==> src/sfmc_pkg.sv <==
// constants and types for supply and fail mode control
package sfmc_pkg;
    // ****************************************
    // register map (byte addresses)
    // ****************************************
    localparam logic [7:0] ADDR_CTRL   = 8'h00;
    localparam logic [7:0] ADDR_STATUS = 8'h04;
    localparam logic [7:0] ADDR_FAULT  = 8'h08;
    localparam logic [7:0] ADDR_PWM    = 8'h0C;
    localparam logic [7:0] ADDR_WDOG   = 8'h10;
    localparam logic [7:0] ADDR_ID     = 8'h14;
    // arbitrary value
    localparam logic [31:0] ID_VALUE   = 32'h5F3C_0001;
    // ****************************************
    // control register fields
    // ****************************************
    localparam int CTRL_EXT_BIT   = 0;
    localparam int CTRL_WDSEL_BIT = 1;
    localparam int CTRL_WDTOG_BIT = 2;
    localparam int CTRL_LENERR_BIT = 3;
    // ****************************************
    // status register fields (device status register number seven)
    // ****************************************
    localparam int ST_FAILREQ_BIT = 0;
    localparam int ST_SERFAIL_BIT = 1;
    localparam int ST_MODE_LSB    = 4;
    localparam int ST_SUPPLY_LSB  = 8;
    localparam int ST_GNDLOSS_BIT = 10;
    localparam int ST_WAKE_BIT    = 11;
    localparam int FAULT_W        = 8;
    localparam int CH_W           = 5;
    localparam int DIRECT_W       = 4;
    localparam logic [31:0] RESET_VALUE = 32'h0000_0000;
    localparam logic [31:0] READ_INVALID = 32'hFFFF_FFFF;
    // ****************************************
    // timing
    // ****************************************
    localparam int CLK_MHZ        = 100;
    localparam int DEGLITCH_US    = 200;
    localparam int DEGLITCH_CYC   = DEGLITCH_US * CLK_MHZ;
    localparam int WD_SHORT_MS    = 24;
    localparam int WD_LONG_MS     = 96;
    localparam int WD_SHORT_CYC   = WD_SHORT_MS * 1000 * CLK_MHZ;
    localparam int WD_LONG_CYC    = WD_LONG_MS * 1000 * CLK_MHZ;
    typedef enum logic [2:0] {
        SFMC_OFF,
        SFMC_SLEEP,
        SFMC_SHUT,
        SFMC_FAIL,
        SFMC_NORMAL
    } sfmc_mode_t;
endpackage

==> src/sfmc_deglitch.sv <==
// symmetric counting deglitch filter, one per input bit
`timescale 1ns/1ps
module sfmc_deglitch #(
    parameter int WIDTH = 5,
    parameter int COUNT = 20000
) (
    input  wire logic             mclk,
    input  wire logic             sys_rst,
    input  wire logic [WIDTH-1:0] raw,
    output logic      [WIDTH-1:0] filtered
);
    localparam int CW = $clog2(COUNT + 1);
    if (COUNT < 1 || WIDTH < 1) begin : g_bad_param
        $error("sfmc_deglitch: bad parameters");
    end
    typedef struct packed {
        logic [WIDTH-1:0][CW-1:0] cnt;
        logic [WIDTH-1:0]         out;
    } sfmc_dg_state_t;
    sfmc_dg_state_t st, next_st;
    always_comb begin
        next_st = st;
        for (int i = 0; i < WIDTH; i++) begin
            // same delay on both edges; a short glitch just restarts the count
            if (raw[i] == st.out[i]) begin
                next_st.cnt[i] = '0;
            end else if (st.cnt[i] == CW'(COUNT - 1)) begin
                next_st.cnt[i] = '0;
                next_st.out[i] = raw[i];
            end else begin
                next_st.cnt[i] = st.cnt[i] + 1'b1;
            end
        end
    end
    always_ff @(posedge mclk) begin
        if (sys_rst) begin
            st <= '0;
        end else begin
            st <= next_st;
        end
    end
    assign filtered = st.out;
endmodule

==> src/sfmc_top.sv <==
// supply and fail mode control: mode selection, wake report, wishbone registers
`timescale 1ns/1ps
module sfmc_top #(
    parameter int DEGLITCH_CYC = sfmc_pkg::DEGLITCH_CYC,
    parameter int WD_SHORT_CYC = sfmc_pkg::WD_SHORT_CYC,
    parameter int WD_LONG_CYC  = sfmc_pkg::WD_LONG_CYC
) (
    input  wire logic                          mclk,
    input  wire logic                          sys_rst,
    // wishbone slave
    input  wire logic                          wb_cyc_i,
    input  wire logic                          wb_stb_i,
    input  wire logic                          wb_we_i,
    input  wire logic [7:0]                    wb_adr_i,
    input  wire logic [3:0]                    wb_sel_i,
    input  wire logic [31:0]                   wb_dat_i,
    output logic      [31:0]                   wb_dat_o,
    output logic                               wb_ack_o,
    // pins and supply monitors
    input  wire logic                          active_low_reset_pin_n,
    input  wire logic                          wake,
    input  wire logic                          main_supply_ok,
    input  wire logic                          logic_supply_ok,
    input  wire logic                          ground_loss,
    input  wire logic                          fail_request,
    input  wire logic [sfmc_pkg::DIRECT_W-1:0] direct_channel_inputs,
    input  wire logic [sfmc_pkg::FAULT_W-1:0]  fault_events,
    input  wire logic                          pwm_clk_i,
    output logic                               pwm_clk_o,
    output logic                               pwm_clk_oe,
    output logic      [sfmc_pkg::CH_W-1:0]     power_channel_outputs,
    output logic                               external_switch_drive,
    output logic                               serial_failure_flag
);
    localparam int DGW = sfmc_pkg::DIRECT_W + 1;
    localparam int WDW = $clog2(WD_LONG_CYC + 1);
    // refuse counts that the watchdog compare cannot serve
    if (WD_SHORT_CYC < 1 || WD_LONG_CYC < WD_SHORT_CYC) begin : g_bad_wd
        $error("sfmc_top: bad watchdog counts");
    end

    // ****************************************
    // input synchronisers
    // ****************************************
    localparam int SYW = 6 + sfmc_pkg::DIRECT_W + 1 + sfmc_pkg::FAULT_W;
    logic [SYW-1:0] sync_a;
    logic [SYW-1:0] sync_b;
    always_ff @(posedge mclk) begin
        if (sys_rst) begin
            sync_a <= '0;
            sync_b <= '0;
        end else begin
            sync_a <= {active_low_reset_pin_n, wake, main_supply_ok, logic_supply_ok, ground_loss,
                       fail_request, direct_channel_inputs, pwm_clk_i, fault_events};
            sync_b <= sync_a;
        end
    end
    logic                          rstpin_n_s, wake_s, main_ok_s, logic_ok_s, gnd_loss_s, pwm_clk_s;
    logic [sfmc_pkg::FAULT_W-1:0]  fault_s;
    logic [DGW-1:0]                dg_raw;
    logic [DGW-1:0]                dg_out;
    assign {rstpin_n_s, wake_s, main_ok_s, logic_ok_s, gnd_loss_s} = sync_b[SYW-1 -: 5];
    assign dg_raw   = sync_b[SYW-6 -: DGW];
    assign pwm_clk_s = sync_b[sfmc_pkg::FAULT_W];
    assign fault_s  = sync_b[sfmc_pkg::FAULT_W-1:0];

    // ****************************************
    // deglitch of fail request and direct inputs
    // ****************************************
    sfmc_deglitch #(
        .WIDTH (DGW),
        .COUNT (DEGLITCH_CYC)
    ) u_deglitch (
        .mclk     (mclk),
        .sys_rst  (sys_rst),
        .raw      (dg_raw),
        .filtered (dg_out)
    );
    logic                          filtered_fail_request;
    logic [sfmc_pkg::DIRECT_W-1:0] direct_f;
    assign filtered_fail_request = dg_out[DGW-1];
    assign direct_f = dg_out[sfmc_pkg::DIRECT_W-1:0];

    // ****************************************
    // state
    // ****************************************
    typedef struct packed {
        sfmc_pkg::sfmc_mode_t         mode;
        logic [sfmc_pkg::CH_W:0]      pwm_cfg;   // five duty-on bits plus external
        logic [7:0]                   duty;
        logic [7:0]                   pwm_cnt;
        logic                         wd_sel;
        logic                         wd_last;
        logic [WDW-1:0]               wd_cnt;
        logic                         ser_fail;
        logic [sfmc_pkg::FAULT_W-1:0] faults;
        logic                         woke_by_reset;
        logic                         rst_prev;
        logic [sfmc_pkg::CH_W-1:0]    outs;
        logic                         ext;
        logic                         clk_o;
        logic                         clk_oe;
        logic [31:0]                  rdata;
        logic                         ack;
    } sfmc_state_t;
    sfmc_state_t st, next_st;

    logic wb_req;
    logic power_off;
    logic supply_shut;
    logic awake;
    logic wd_limit_hit;
    logic [31:0] ctrl_word;
    logic [31:0] status_word;
    assign wb_req = wb_cyc_i && wb_stb_i && !st.ack;
    assign power_off = !main_ok_s && !logic_ok_s;
    assign supply_shut = gnd_loss_s || !main_ok_s;
    assign awake = wake_s && !power_off;
    assign wd_limit_hit = st.wd_cnt == (st.wd_sel ? WDW'(WD_LONG_CYC) : WDW'(WD_SHORT_CYC));
    assign ctrl_word = {21'h0, st.duty, st.wd_last, st.wd_sel, st.pwm_cfg[0]};
    assign status_word = {20'h0, awake, gnd_loss_s, logic_ok_s, main_ok_s, 1'b0, st.mode, 2'b00,
                          st.ser_fail, filtered_fail_request};

    // ****************************************
    // next state
    // ****************************************
    always_comb begin
        next_st = st;
        next_st.ack = 1'b0;
        next_st.rst_prev = rstpin_n_s;
        next_st.faults = st.faults | fault_s;
        // watchdog: counts while logic supply missing too, so timeout follows
        if (st.wd_cnt != '1 && !wd_limit_hit) begin
            next_st.wd_cnt = st.wd_cnt + 1'b1;
        end
        if (wd_limit_hit) begin
            next_st.ser_fail = 1'b1;
        end
        // ****************************************
        // register access; without logic supply reads return invalid data and writes are ignored
        // ****************************************
        if (wb_req) begin
            next_st.ack = 1'b1;
            next_st.rdata = sfmc_pkg::RESET_VALUE;
            if (!logic_ok_s) begin
                next_st.rdata = sfmc_pkg::READ_INVALID;
            end else if (wb_we_i) begin
                case (wb_adr_i)
                    sfmc_pkg::ADDR_CTRL: begin
                        if (wb_sel_i[0]) begin
                            next_st.pwm_cfg[0] = wb_dat_i[sfmc_pkg::CTRL_EXT_BIT];
                            next_st.wd_sel = wb_dat_i[sfmc_pkg::CTRL_WDSEL_BIT];
                            // each control write must toggle the watchdog bit
                            if (wb_dat_i[sfmc_pkg::CTRL_WDTOG_BIT] == st.wd_last ||
                                wb_dat_i[sfmc_pkg::CTRL_LENERR_BIT]) begin
                                next_st.ser_fail = 1'b1;
                            end
                            next_st.wd_last = wb_dat_i[sfmc_pkg::CTRL_WDTOG_BIT];
                            next_st.wd_cnt = '0;
                        end
                    end
                    sfmc_pkg::ADDR_PWM: begin
                        if (wb_sel_i[0]) begin
                            next_st.pwm_cfg[sfmc_pkg::CH_W:1] = wb_dat_i[sfmc_pkg::CH_W-1:0];
                        end
                        if (wb_sel_i[1]) begin
                            next_st.duty = wb_dat_i[15:8];
                        end
                    end
                    sfmc_pkg::ADDR_FAULT: begin
                        // write one to clear; a new event in the same cycle wins
                        if (wb_sel_i[0]) begin
                            next_st.faults = (st.faults & ~wb_dat_i[sfmc_pkg::FAULT_W-1:0]) | fault_s;
                        end
                    end
                    default: begin
                    end
                endcase
            end else begin
                case (wb_adr_i)
                    sfmc_pkg::ADDR_CTRL:   next_st.rdata = ctrl_word;
                    sfmc_pkg::ADDR_STATUS: next_st.rdata = status_word;
                    sfmc_pkg::ADDR_FAULT:  next_st.rdata = {24'h0, st.faults};
                    sfmc_pkg::ADDR_PWM:    next_st.rdata = {16'h0, st.duty, 3'b000, st.pwm_cfg[sfmc_pkg::CH_W:1]};
                    sfmc_pkg::ADDR_WDOG:   next_st.rdata = 32'(st.wd_cnt);
                    sfmc_pkg::ADDR_ID:     next_st.rdata = sfmc_pkg::ID_VALUE;
                    default:               next_st.rdata = sfmc_pkg::RESET_VALUE;
                endcase
            end
        end
        // ****************************************
        // mode selection, highest priority first
        // ****************************************
        if (power_off) begin
            next_st.mode = sfmc_pkg::SFMC_OFF;
        end else if (!wake_s) begin
            next_st.mode = sfmc_pkg::SFMC_SLEEP;
        end else if (supply_shut) begin
            next_st.mode = sfmc_pkg::SFMC_SHUT;
        end else if (filtered_fail_request || st.ser_fail) begin
            next_st.mode = sfmc_pkg::SFMC_FAIL;
        end else begin
            next_st.mode = sfmc_pkg::SFMC_NORMAL;
        end
        // fail to normal needs the flag already low, so no clear: an error in that cycle is kept
        // ****************************************
        // pwm counter, only runs while awake
        // ****************************************
        if (awake) begin
            next_st.pwm_cnt = st.pwm_cnt + 1'b1;
        end
        // ****************************************
        // outputs
        // ****************************************
        next_st.outs = '0;
        next_st.ext = 1'b0;
        case (next_st.mode)
            sfmc_pkg::SFMC_OFF: begin
                next_st.outs = '0;
            end
            sfmc_pkg::SFMC_SLEEP: begin
                next_st.outs = '0;
            end
            sfmc_pkg::SFMC_SHUT: begin
                next_st.outs = '0;
                // external drive only survives a main supply loss, not ground loss
                next_st.ext = !gnd_loss_s && logic_ok_s && st.pwm_cfg[0];
            end
            sfmc_pkg::SFMC_FAIL: begin
                // channel five has no direct input and stays off
                next_st.outs = {1'b0, direct_f};
            end
            sfmc_pkg::SFMC_NORMAL: begin
                for (int i = 0; i < sfmc_pkg::CH_W; i++) begin
                    next_st.outs[i] = st.pwm_cfg[i+1] && (st.pwm_cnt < st.duty);
                end
                next_st.ext = st.pwm_cfg[0];
            end
            default: begin
                next_st.outs = '0;
            end
        endcase
        // ****************************************
        // wake report on the pwm clock pin
        // ****************************************
        if (!rstpin_n_s && st.rst_prev) begin
            next_st.woke_by_reset = 1'b0;
        end
        if (!wake_s) begin
            next_st.woke_by_reset = 1'b0;
        end else if (rstpin_n_s && !st.rst_prev && st.mode == sfmc_pkg::SFMC_SLEEP) begin
            next_st.woke_by_reset = 1'b1;
        end
        if (!rstpin_n_s && awake && main_ok_s && !next_st.woke_by_reset) begin
            next_st.clk_oe = 1'b1;
            next_st.clk_o = 1'b1;
        end else begin
            next_st.clk_oe = 1'b0;
            next_st.clk_o = 1'b0;
        end
        // power off clears everything except the reset pin history
        if (power_off) begin
            next_st = '0;
            next_st.mode = sfmc_pkg::SFMC_OFF;
            next_st.rst_prev = rstpin_n_s;
        end
    end

    always_ff @(posedge mclk) begin
        if (sys_rst) begin
            st <= '0;
        end else begin
            st <= next_st;
        end
    end

    // all outputs come straight from the state flops
    assign wb_dat_o = st.rdata;
    assign wb_ack_o = st.ack;
    assign pwm_clk_o = st.clk_o;
    assign pwm_clk_oe = st.clk_oe;
    assign power_channel_outputs = st.outs;
    assign external_switch_drive = st.ext;
    assign serial_failure_flag = st.ser_fail;
    logic unused_pwm_clk;
    assign unused_pwm_clk = pwm_clk_s;
endmodule

==> config.mk <==
export PLATFORM = sky130hd
export DESIGN_NAME = sfmc_top
export DESIGN_NICKNAME = d
export VERILOG_FILES = /design/src/sfmc_pkg.sv /design/src/sfmc_deglitch.sv /design/src/sfmc_top.sv
export SDC_FILE = /design/constraint.sdc
export NUM_CORES = 1
export LEC_CHECK = 0
export BUFFER_PORTS_ARGS = -buffer_cell sky130_fd_sc_hd__buf_2
export CORE_MARGIN = 3
export CORE_UTILIZATION = 55
export CTS_CLUSTER_DIAMETER = 50
export CTS_CLUSTER_SIZE = 25
export DETAILED_ROUTE_END_ITERATION = 16
export PLACE_DENSITY = 0.76
export SYNTH_ARGS = -nofsm -noshare
export SYNTH_HDL_FRONTEND = slang
export SYNTH_SLANG_ARGS = --single-unit
==> constraint.sdc <==
create_clock -name mclk -period 2.75 [get_ports mclk]
set_clock_uncertainty 0.1 [all_clocks]
set_input_delay 0.275 -clock mclk [delete_from_list [all_inputs] [get_ports mclk]]
set_output_delay 0.275 -clock mclk [all_outputs]
set_load 0.05 [all_outputs]
# Word level (Yosys, flattened, before mapping)
# Cells that the tools add are included.
# Widths: inputs -> output; s select.
[totals]
regBits = 221
elab_cells = 139
[op_classes]
addsub = 7
n_mux = 25
n_reduce_logical = 45
n_eq_ne = 22
magnitude_cmp = 1
bitwise = 9
[ops]
columns = ["cell", "n"]
rows = [
  ["$pmux 31 s6", 1],
  ["$mux 33", 3],
  ["$add 15x1->15 const B", 5],
  ["$eq 15x15->1 const B", 5],
  ["$mux 25", 2],
  ["$mux 24", 2],
  ["$mux 32", 1],
  ["$mux 31", 1],
  ["$add 24x1->24 const B", 1],
  ["$eq 24x24->1", 1],
  ["$ne 24x24->1 const B", 1],
  ["$logic_and 1x1->1", 18],
  ["$eq 8x4->1 const B", 2],
  ["$eq 8x5->1 const B", 2],
  ["$mux 8", 2],
  ["$or 8x8->8", 2],
  ["$reduce_and 5->1", 3],
  ["$reduce_or 3->1", 5],
  ["$mux 3", 4],
  ["$pmux 5 s2", 1],
  ["$reduce_and 2->1", 5],
  ["$logic_not 1->1", 9],
  ["$add 8x1->8 const B", 1],
  ["$and 8x8->8", 1],
  ["other kinds (14)", 31],
]

# Depth between registers and ports, before layout
# Gate-level depths: netlist of the first run.
[logic_depth]
ltp_word = 10
depth_mapped = 8
ltp_nobuf = 7

# Cells and area by module
# Synthesis of the first run repeated with hierarchy kept, for this count alone.
[hier_totals]
hier_cells = 1061
area_unflattened_um2 = 9584.2
[modules_own_cells]
columns = ["mod", "seq_area_each_um2", "n_inst", "cells_per_inst", "area_per_inst_um2"]
rows = [
  ["sfmc_top", 2642.5, 1, 660, 5870.6],
  ["sfmc_deglitch", 1601.5, 1, 401, 3713.6],
]

# Least setup slack after synthesis of the first run
# Ideal clock, no wire load.
[synth_timing]
path_kind = "register to register"
from = "reg st (netlist bit wb_ack_o)"
to = "reg st[70] (netlist name)"
setup_slack_ns = 0.667
n_path_buf = 1
synth_period_minus_slack_ns = 2.083
setup_time_ns = 0.060
stages_incl_launch_ff = 7
t_required_ns = 2.590
arrival_time_ns = 1.923
path_cell_list = "dfxtp_1 > nand4b_1 > nor2_1 > a21o_1 > buf_4 > or4_1 > nand2_1"
[synth_between]
elab_chain_len = 3
[synth_lines]
columns = ["element", "line", "source"]
rows = [
  ["start: declaration", "sfmc_top.sv:106", "sfmc_state_t st, next_st;"],
  ["start signal: assignment", "sfmc_top.sv:273", "st <= next_st;"],
  ["$logic_not 1->1", "sfmc_top.sv:115", "assign wb_req = wb_cyc_i && wb_stb_i && !st.ack;"],
  ["$logic_and 1x1->1", "sfmc_top.sv:115", ""],
  ["$mux 33", "sfmc_top.sv:142", "if (wb_req) begin"],
]
# Every way passes these cells.
# A chain may end at the register's enable or synchronous reset.

# Worst setup path after layout of the first run
[layout_timing]
from = "reg st[52] (netlist name)"
to = "reg st[71] (netlist name)"
[layout_between]
elab_chain_len = 9
[layout_lines]
columns = ["element", "line", "source"]
rows = [
  ["parallel branches: the longest is 3 deep, another holds $add 24x1->24", "-", ""],
  ["$mux 24 *", "sfmc_top.sv:133", "if (st.wd_cnt != '1 && !wd_limit_hit) begin"],
  ["$mux 25", "sfmc_top.sv:150", "if (wb_sel_i[0]) begin"],
  ["$mux 25", "sfmc_top.sv:148", "case (wb_adr_i)"],
  ["$mux 33", "sfmc_top.sv:147", "end else if (wb_we_i) begin"],
  ["$mux 33", "sfmc_top.sv:145", "if (!logic_ok_s) begin"],
  ["$mux 33 *", "sfmc_top.sv:142", ""],
]
# Mark *: on every way between the ends.

==> results.md, run 1 <==
* Status: finished, final reports clean
* Multi-input combinational cell area at 4517 µm²
* Ys Warns at 0
* Clock slew at reported path FFs at 0.08 ns
* Inserted Clock Buffers at 21
* Nets@finish at ~1200
* Final cell count without fillers at about 1400
* Residual DRC at 0
* Req. time, crit path at 3.05 ns
* Share of total power in the clock network at 48.0%
* Post-synthesis register bit count at between 200 and 250
* Largest stage delay on the critical path at 0.67 ns
* Initial antenna violation count at 0
* Final Cycle Share at 80.10%
* Reg2Reg Depth at 6
* Largest net degree at the start of global routing at 34
* Vias at 7466
* Iteration-0 DRC Markers at 565
* Measured slew at the worst slew-check pin at ~0.69 ns
* Clock root cell: clkbuf_16
* Gr usage total at a little under a quarter
* Worst vdd ir at 0.5749 mV
* Internal at between 4 and 5 mW
* Cts repair resizes at 0
* Max Slew Vio Count at 0
* Worst-path maximum fanout at 7
* Routed len/inst at 15.50 µm
* Max Clk Rate at 454.0 MHz
* Register area at 4244 µm²
* Final Util at 65.04%
* Hold depth at 2
* Layout cell share with drive strength beyond 1 at 13.56%
* Slew headroom at 53.87%
* R2R Setup Slk at 0.55 ns
* Yosys top cell by area: dfxtp_1
* Vias in the first global route at between 6000 and 7000
* Asr flop ratio synth at 0%
* Vias per cell at 5.478
* Reg power frac at 47.6%
* WL final at 21.13 mm
* Main synth FF type: dfxtp_1
* Worst r2r src: st[52]
* Hold Crit Start: sys_rst
* Number of synthesized flops with an enable pin at 0
* Worst hold path type: in -> reg
* Sequential area share after synthesis at 45.46%
* Setup tns final at 0 ns
* Clock sinks at 212
* Post-DRT Antenna Nets at 0
* Gr ovfl total at 0
* Placed cell count at 1291
* Worst-Skew Late Latency at 0.51 ns
* Mean Syn Cell Area at 8.883 µm²
* Std cell rows at 47
* # Max-Cap Violations at 0
* Top cells by area, synth: dfxtp_1, nor2_1, xor2_1
* Post-Syn Area at ~9300 µm²
* Die W at 136.3 µm
* DPL Wire Length at 14.71 mm
* Fin. Hold Viols at 0
* Pleak at 4.111 nW
* Hold path endpoint: u_deglitch.filtered[2]
* GP Congestion at 0.9200
* IO Count at 110
* Die Span Y at 136.3 µm
* Switching Power at roughly 1.6 mW
* Gate power share at 4.4%
* Clock Path Buffers at 3
* Unique masters post-synth at 63
* Final worst-path setup slack at 0.5471 ns
* Clock H-tree levels at 1
* Final setup fails at 0
* Diode count at 0
* Syn nets at 1134
* CP endpoint kind: flip-flop
* Yosys top cell area share at 45.46%
* Die ar. at roughly 19000 µm²
* Layout area overhead at 15.52%
* R2r endpoint: st[71]
* RSZ-0062 raised after global routing: no
* WHS at 0.04403 ns
* DP Worst Slack at 0.4147 ns
* CTS tree: yes
* Core area at 16580 µm²
* Post-route minimum period at 2.203 ns
* First-pass GRT wire length at 34.83 mm
* CP max stage cell: or4_1
* Crit path launch type: flip-flop
* Power density cells at approximately 600 nW/µm²
* Filler cell count at about 1400
* Initial Util at 56.30%
* CP arrival at 2.50 ns
* Critical Setup Path Class: reg -> reg
* Switching Share at roughly a quarter
* CP cell instances: ha_1, inv_1, or4_1, o21ai_1, or4_1, o21ai_1
* Synth Instances at 1051
* Pre-antenna DRT Iters at 5
* # port buffers at 90
==> critical path: cells and delay by family (launching register included) <==
family	cells	cell delay, ns
fa+ha+maj	1	0.22
buf+inv	1	0.04
simple gates	2	0.84
flops	1	0.43
compound gates	2	0.46
==> routing by layer <==
layer / up-vias / track usage, % / share of wire, %
li1: 3732 / - / -
met5: - / 0 / 0
met4: 0 / 8.007 / 3.1
met1: 3456 / 31.81 / 45
met3: 50 / 3.997 / 6.6
met2: 228 / 36.19 / 45
==> state kept, by name, summed over array words and instances (netlist names) <==
register               count
external_switch_drive      1
u_deglitch.filtered        5
sync_b                    18
st                        50
pwm_clk_o                  1
power_channel_outputs      5
ctrl_word                 11
wb_ack_o                   1
serial_failure_flag        1
wb_dat_o                  26
sync_a                    18
u_deglitch.st             75
==> placed cells by master (no fill, tap or decap), types with 5 or more instances in the layout <==
cell / synthesis / final
buf_4: 40 / 12
nor4_1: 5 / 5
o22ai_1: 13 / 13
and3_1: 27 / 27
xnor2_1: 34 / 34
clkbuf_16: 0 / 21
inv_1: 25 / 25
and4_1: 8 / 8
a21oi_1: 29 / 29
nand2_1: 64 / 64
and2_1: 5 / 5
nand4_1: 23 / 23
nand3_1: 44 / 44
a31oi_1: 9 / 9
nor4b_1: 11 / 11
ha_1: 15 / 15
nor3_1: 21 / 21
dfxtp_1: 212 / 212
buf_2: 6 / 90
mux2i_1: 29 / 29
nor2b_1: 44 / 44
xor2_1: 57 / 57
o21ai_0: 22 / 22
nor3_2: 7 / 7
o211ai_1: 7 / 7
nor2_1: 171 / 171
or4_1: 6 / 6
o21ai_1: 12 / 12
nand2b_1: 7 / 7
dlygate4sd3_1: 0 / 34
==> layout make-up <==
cell class                 instances  share of cell area [%]
sequential                       212                   39.35
tap                              220                   2.552
clock buffer                      23                   5.035
inverter                          25                  0.8701
timing repair buffer             136                   8.167
multi-input combinational        732                   41.88
clock inverter                    15                   2.146
==> cells in the mapped netlist, drive strengths merged (5+ instances only) <==
master  number
dfxtp      212
and3        27
nor2b       44
inv         25
nor2       173
xor2        57
a21oi       29
nor3        28
or4          7
buf         54
clkbuf      28
xnor2       34
nand3       44
nand4       24
a31oi        9
and2         5
ha          15
and4         8
nand2       64
nand2b       7
o22ai       13
o21ai       34
nor4         6
o211ai       7
mux2i       29
nor4b       11
==> power by group through the flow <==
stage	registers, mW	clock network [mW]	logic, mW
4_1_cts	3.13	3.21	0.289
3_3_place_gp	3.20	0	0.247
3_5_place_dp	3.20	0	0.250
5_1_grt	3.13	3.34	0.320
2_1_floorplan	3.19	0	0.183
6_report	3.13	3.16	0.292
==> metrics by stage <==
| stage | total power, mW | area, µm² |
|---|---|---|
| finish | 6.579 | 10790 |
| global route | 6.797 | 10790 |
| CTS | 6.626 | 10790 |
| detailed placement | 3.452 | 9671 |
| global placement | 3.448 | 9671 |
| floorplan | 3.376 | 9336 |
==> logic make-up (layout without fill, tap and decap cells) <==
group	Yosys count	in the layout	share of synthesized area, %
AO/OA/AOI/OAI	123	123	8.403
XOR/XNOR	91	91	8.537
adder cells (fa/ha/maj)	15	15	2.010
buffers and inverters	107	199	6.165
flip-flops	212	212	45.46
multiplexers	32	32	3.471
AND/OR/NAND/NOR	471	471	25.96
==> worst max path at each step <==
stage | start | end
after floorplan | wb_ack_o | st[70]
after global placement | wb_adr_i[0] | wb_dat_o[2]
after detailed placement | wb_adr_i[0] | wb_dat_o[2]
after CTS | sync_b[16] | st[71]
after global routing | st[69] | st[71]
final | st[52] | st[71]
==> timing repair <==
item | in CTS | in global routing
endpoints found under the hold margin | 42 | 0
setup buffers | 0 | 0
hold buffers | 34 | 0
Note: power is estimated with default switching activity, not from simulation.
==> inputs of run 2 (changes only) <==
--- a/config.mk
+++ b/config.mk
@@ -5,9 +5,10 @@
 export SDC_FILE = /design/constraint.sdc
 export NUM_CORES = 1
 export LEC_CHECK = 0
+export ABC_AREA = 1
 export BUFFER_PORTS_ARGS = -buffer_cell sky130_fd_sc_hd__buf_2
 export CORE_MARGIN = 3
-export CORE_UTILIZATION = 55
+export CORE_UTILIZATION = 53
 export CTS_CLUSTER_DIAMETER = 50
 export CTS_CLUSTER_SIZE = 25
 export DETAILED_ROUTE_END_ITERATION = 16
==> constraint.sdc (replaced) <==
create_clock -name mclk -period 1.8 [get_ports mclk]
set_clock_uncertainty 0.1 [all_clocks]
set_input_delay 0.18 -clock mclk [delete_from_list [all_inputs] [get_ports mclk]]
set_output_delay 0.18 -clock mclk [all_outputs]
set_load 0.05 [all_outputs]
==> run 2 against run 1 <==
First-iteration DRC count is 38% higher. Flip-flop and latch count stayed put. Die area is 8.7% higher. Non-clock buffer count is 35 higher. Sequential share of layout area is 3.1 points lower. Clock power is 60% higher. Hold slack worse by 0.018 ns. Cell count is 27% higher. Via count is 20% higher. Wire length is 10% higher.
==> results.md, run 2 <==
* Synth cell count leaders: nand2_1, dfxtp_1, nor2_1
* Fin. Hold Viols at 0
* CP endpoint kind: flip-flop
* Pre-antenna DRT Iters at 6
* Layout area overhead at 19.63%
* Clock Path Buffers at 3
* Commonest non-fill, non-tap cell in the layout: nand2_1
* Vias in the first global route at 8363
* Top cells by area, synth: dfxtp_1, nand2_1, nor2_1
* Die ar. at approximately 20000 µm²
* Crit path launch type: flip-flop
* Worst-path maximum fanout at 21
* Filler cell count at 1522
* Post-route minimum period at about 1.7 ns
* Initial Util at a little over half
* Most common cell in the netlist: nand2_1
* Final cell count without fillers at 1732
* Nets@finish at 1570
* Final worst-path setup slack at 0.1110 ns
* Finished Cell Area at 11740 µm²
* WHS at 0.02609 ns
* Yosys top cell area share at between 40 and 50%
* Main synth FF type: dfxtp_1
* Max FFs per register at 75
* CP cell instances: ha_1, inv_1, nor2_4, nand3_4, nor2_8, nand2_8, nand3_1, nand2_1, nand2_1, nor2_1
* Synth Instances at 1361
* Vias at 8988
* Clock root cell: clkbuf_16
* Residual DRC at 0
* Power density cells at 875.1 nW/µm²
* Std cell rows at 49
* Largest net degree at the start of global routing at 41
* CP arrival at 2.00 ns
* Ys Warns at 0
* Post-DP Area at approximately 10000 µm²
* DPL Wire Length at 16.74 mm
* Inserted Clock Buffers at 22
* Met2 Resource Use GR at 37.66%
* Slew headroom at 61.67%
* Syn nets at 1444
* Diode count at 0
* Clock sinks at 212
* Unique masters post-synth at 45
* Mean Syn Cell Area at 7.211 µm²
* Worst-Skew Late Latency at 0.52 ns
* Core area at around 18000 µm²
* Die W at 142.1 µm
* Gr usage total at between 20 and 25%
* Pleak at 4.597 nW
* Asr flop ratio synth at 0%
* Yosys top cell by area: dfxtp_1
* DP Worst Slack at ~0.037 ns
* Top delay family on crit path: simple AND/OR/NAND/NOR gates
* Iteration-0 DRC Markers at between 700 and 800
* Routed len/inst at roughly 13 µm
* Post-DRT Antenna Nets at 0
* WL final at 23.32 mm
* Crit path buf inv count at 1
* First-pass GRT wire length at around 39 mm
* GP Congestion at roughly 0.9
* Post-Syn Area at roughly 9800 µm²
* Most common cell on crit path: nand2_1
* Gr ovfl total at 0
* CTS tree: yes
* Max Clk Rate at 592.1 MHz
* Die Span Y at 142.1 µm
* Critical Setup Path Class: reg -> reg
* Status: finished, final reports clean
* Worst vdd ir at between 0.7 and 0.8 mV
* Vias per cell at between 5 and 6
* Max Slew Vio Count at 0
* Post-synthesis register bit count at 212
* Commonest non-fill, non-tap cells in the layout: nand2_1, dfxtp_1, nor2_1, inv_1, nand3_1
* Final setup fails at 0
* # port buffers at 90
* Sequential area share after synthesis at 43.24%
* Global route hottest layer: met2
* Reg with most FFs: u_deglitch.st
* Met3 Track Usage GR at 3.360%
* Initial antenna violation count at 0
* Largest stage delay on the critical path at between 0.3 and 0.4 ns
* # Max-Cap Violations at 0
* Layout cell share with drive strength beyond 1 at 15.83%
* Req. time, crit path at 2.11 ns
* Placed cell count at approximately 1700
* IO Count at 110
* Measured slew at the worst slew-check pin at ~0.57 ns
* Number of synthesized flops with an enable pin at 0
* Worst hold path type: in -> reg
* GR met1 Demand/Resource at 31.56%
* Clock H-tree levels at 1
* Power Total at 10.27 mW
* CP max stage cell: dfxtp_1
* Final Cycle Share at 93.83%
* Clock slew at reported path FFs at 0.08 ns
-- run 2: cell types whose count changed after synthesis, sizes merged, moves of 39 or more --
cell	change
inv	+162
nand3	+65
o21ai	+49
nor2	+39
nand2	+159
nor2b	-44
xor2	-39
a21oi	+73
-- run 2: logic make-up after synthesis --
group	share of synthesized area, %
and+or+nand+nor	29.61
xor gates and xnor gates	2.052
AOI/OAI and AO/OA	11.27
adders and majority gates	1.912
DFF	43.24
buffers and inverters	11.91
-- run 2: final cells by class --
class                      instances  area, µm²  share of cell area, %
multi-input combinational        890       4472                  38.09
sequential                       212       4253                  36.22
timing repair buffer             171       1170                  9.964
inverter                         190      715.7                  6.095
clock buffer                      24      589.3                  5.019
tap                              229      286.5                  2.440
clock inverter                    16      255.2                  2.174
-- run 2: what timing repair did --
item | 4_1_cts | 5_1_grt
hold buffers | 38 | 0
endpoints found under the setup margin | 0 | 39
hold endpoints to repair | 49 | 0
buffers inserted | 0 | 2
resized for setup | 0 | 25
-- run 2: power by group --
part	internal (mW)	switching [mW]
clock	2.74	2.32
combinational	0.176	0.264
sequential	4.74	0.0309
-- run 2: worst min-delay path: stages --
cell	delay (ns)
buf_2	0.13
nand4_4	0.20
a21oi_1	0.09
-- run 2: path summary, 6_finish.rpt --
path / start / end / slack (ns) / depth (start not counted)
hold / removal: wb_sel_i[1] / ctrl_word[5] / 0.03 / 3
setup reg to reg: st[52] / st[64] / 0.11 / 10
hold reg to reg: sync_a[16] / sync_b[16] / 0.30 / 2
setup / recovery: st[52] / st[64] / 0.11 / 10
-- run 2: through the flow --
stage | setup TNS [ns] | utilization [%]
2_1_floorplan | 0 | -
3_3_place_gp | 0 | 57.61
3_5_place_dp | 0 | 57.61
4_1_cts | 0 | 64.38
5_1_grt | -0.03751 | 64.92
6_report | 0 | 64.92
-- run 2: metal layers --
layer / share of wire (%) / up-vias / wire length (µm)
met4: 2.0 / 0 / 469
met5: 0 / - / 0
met1: 45 / 4041 / 10610
li1: - / 4614 / -
met3: 6.7 / 39 / 1553
met2: 46 / 294 / 10690
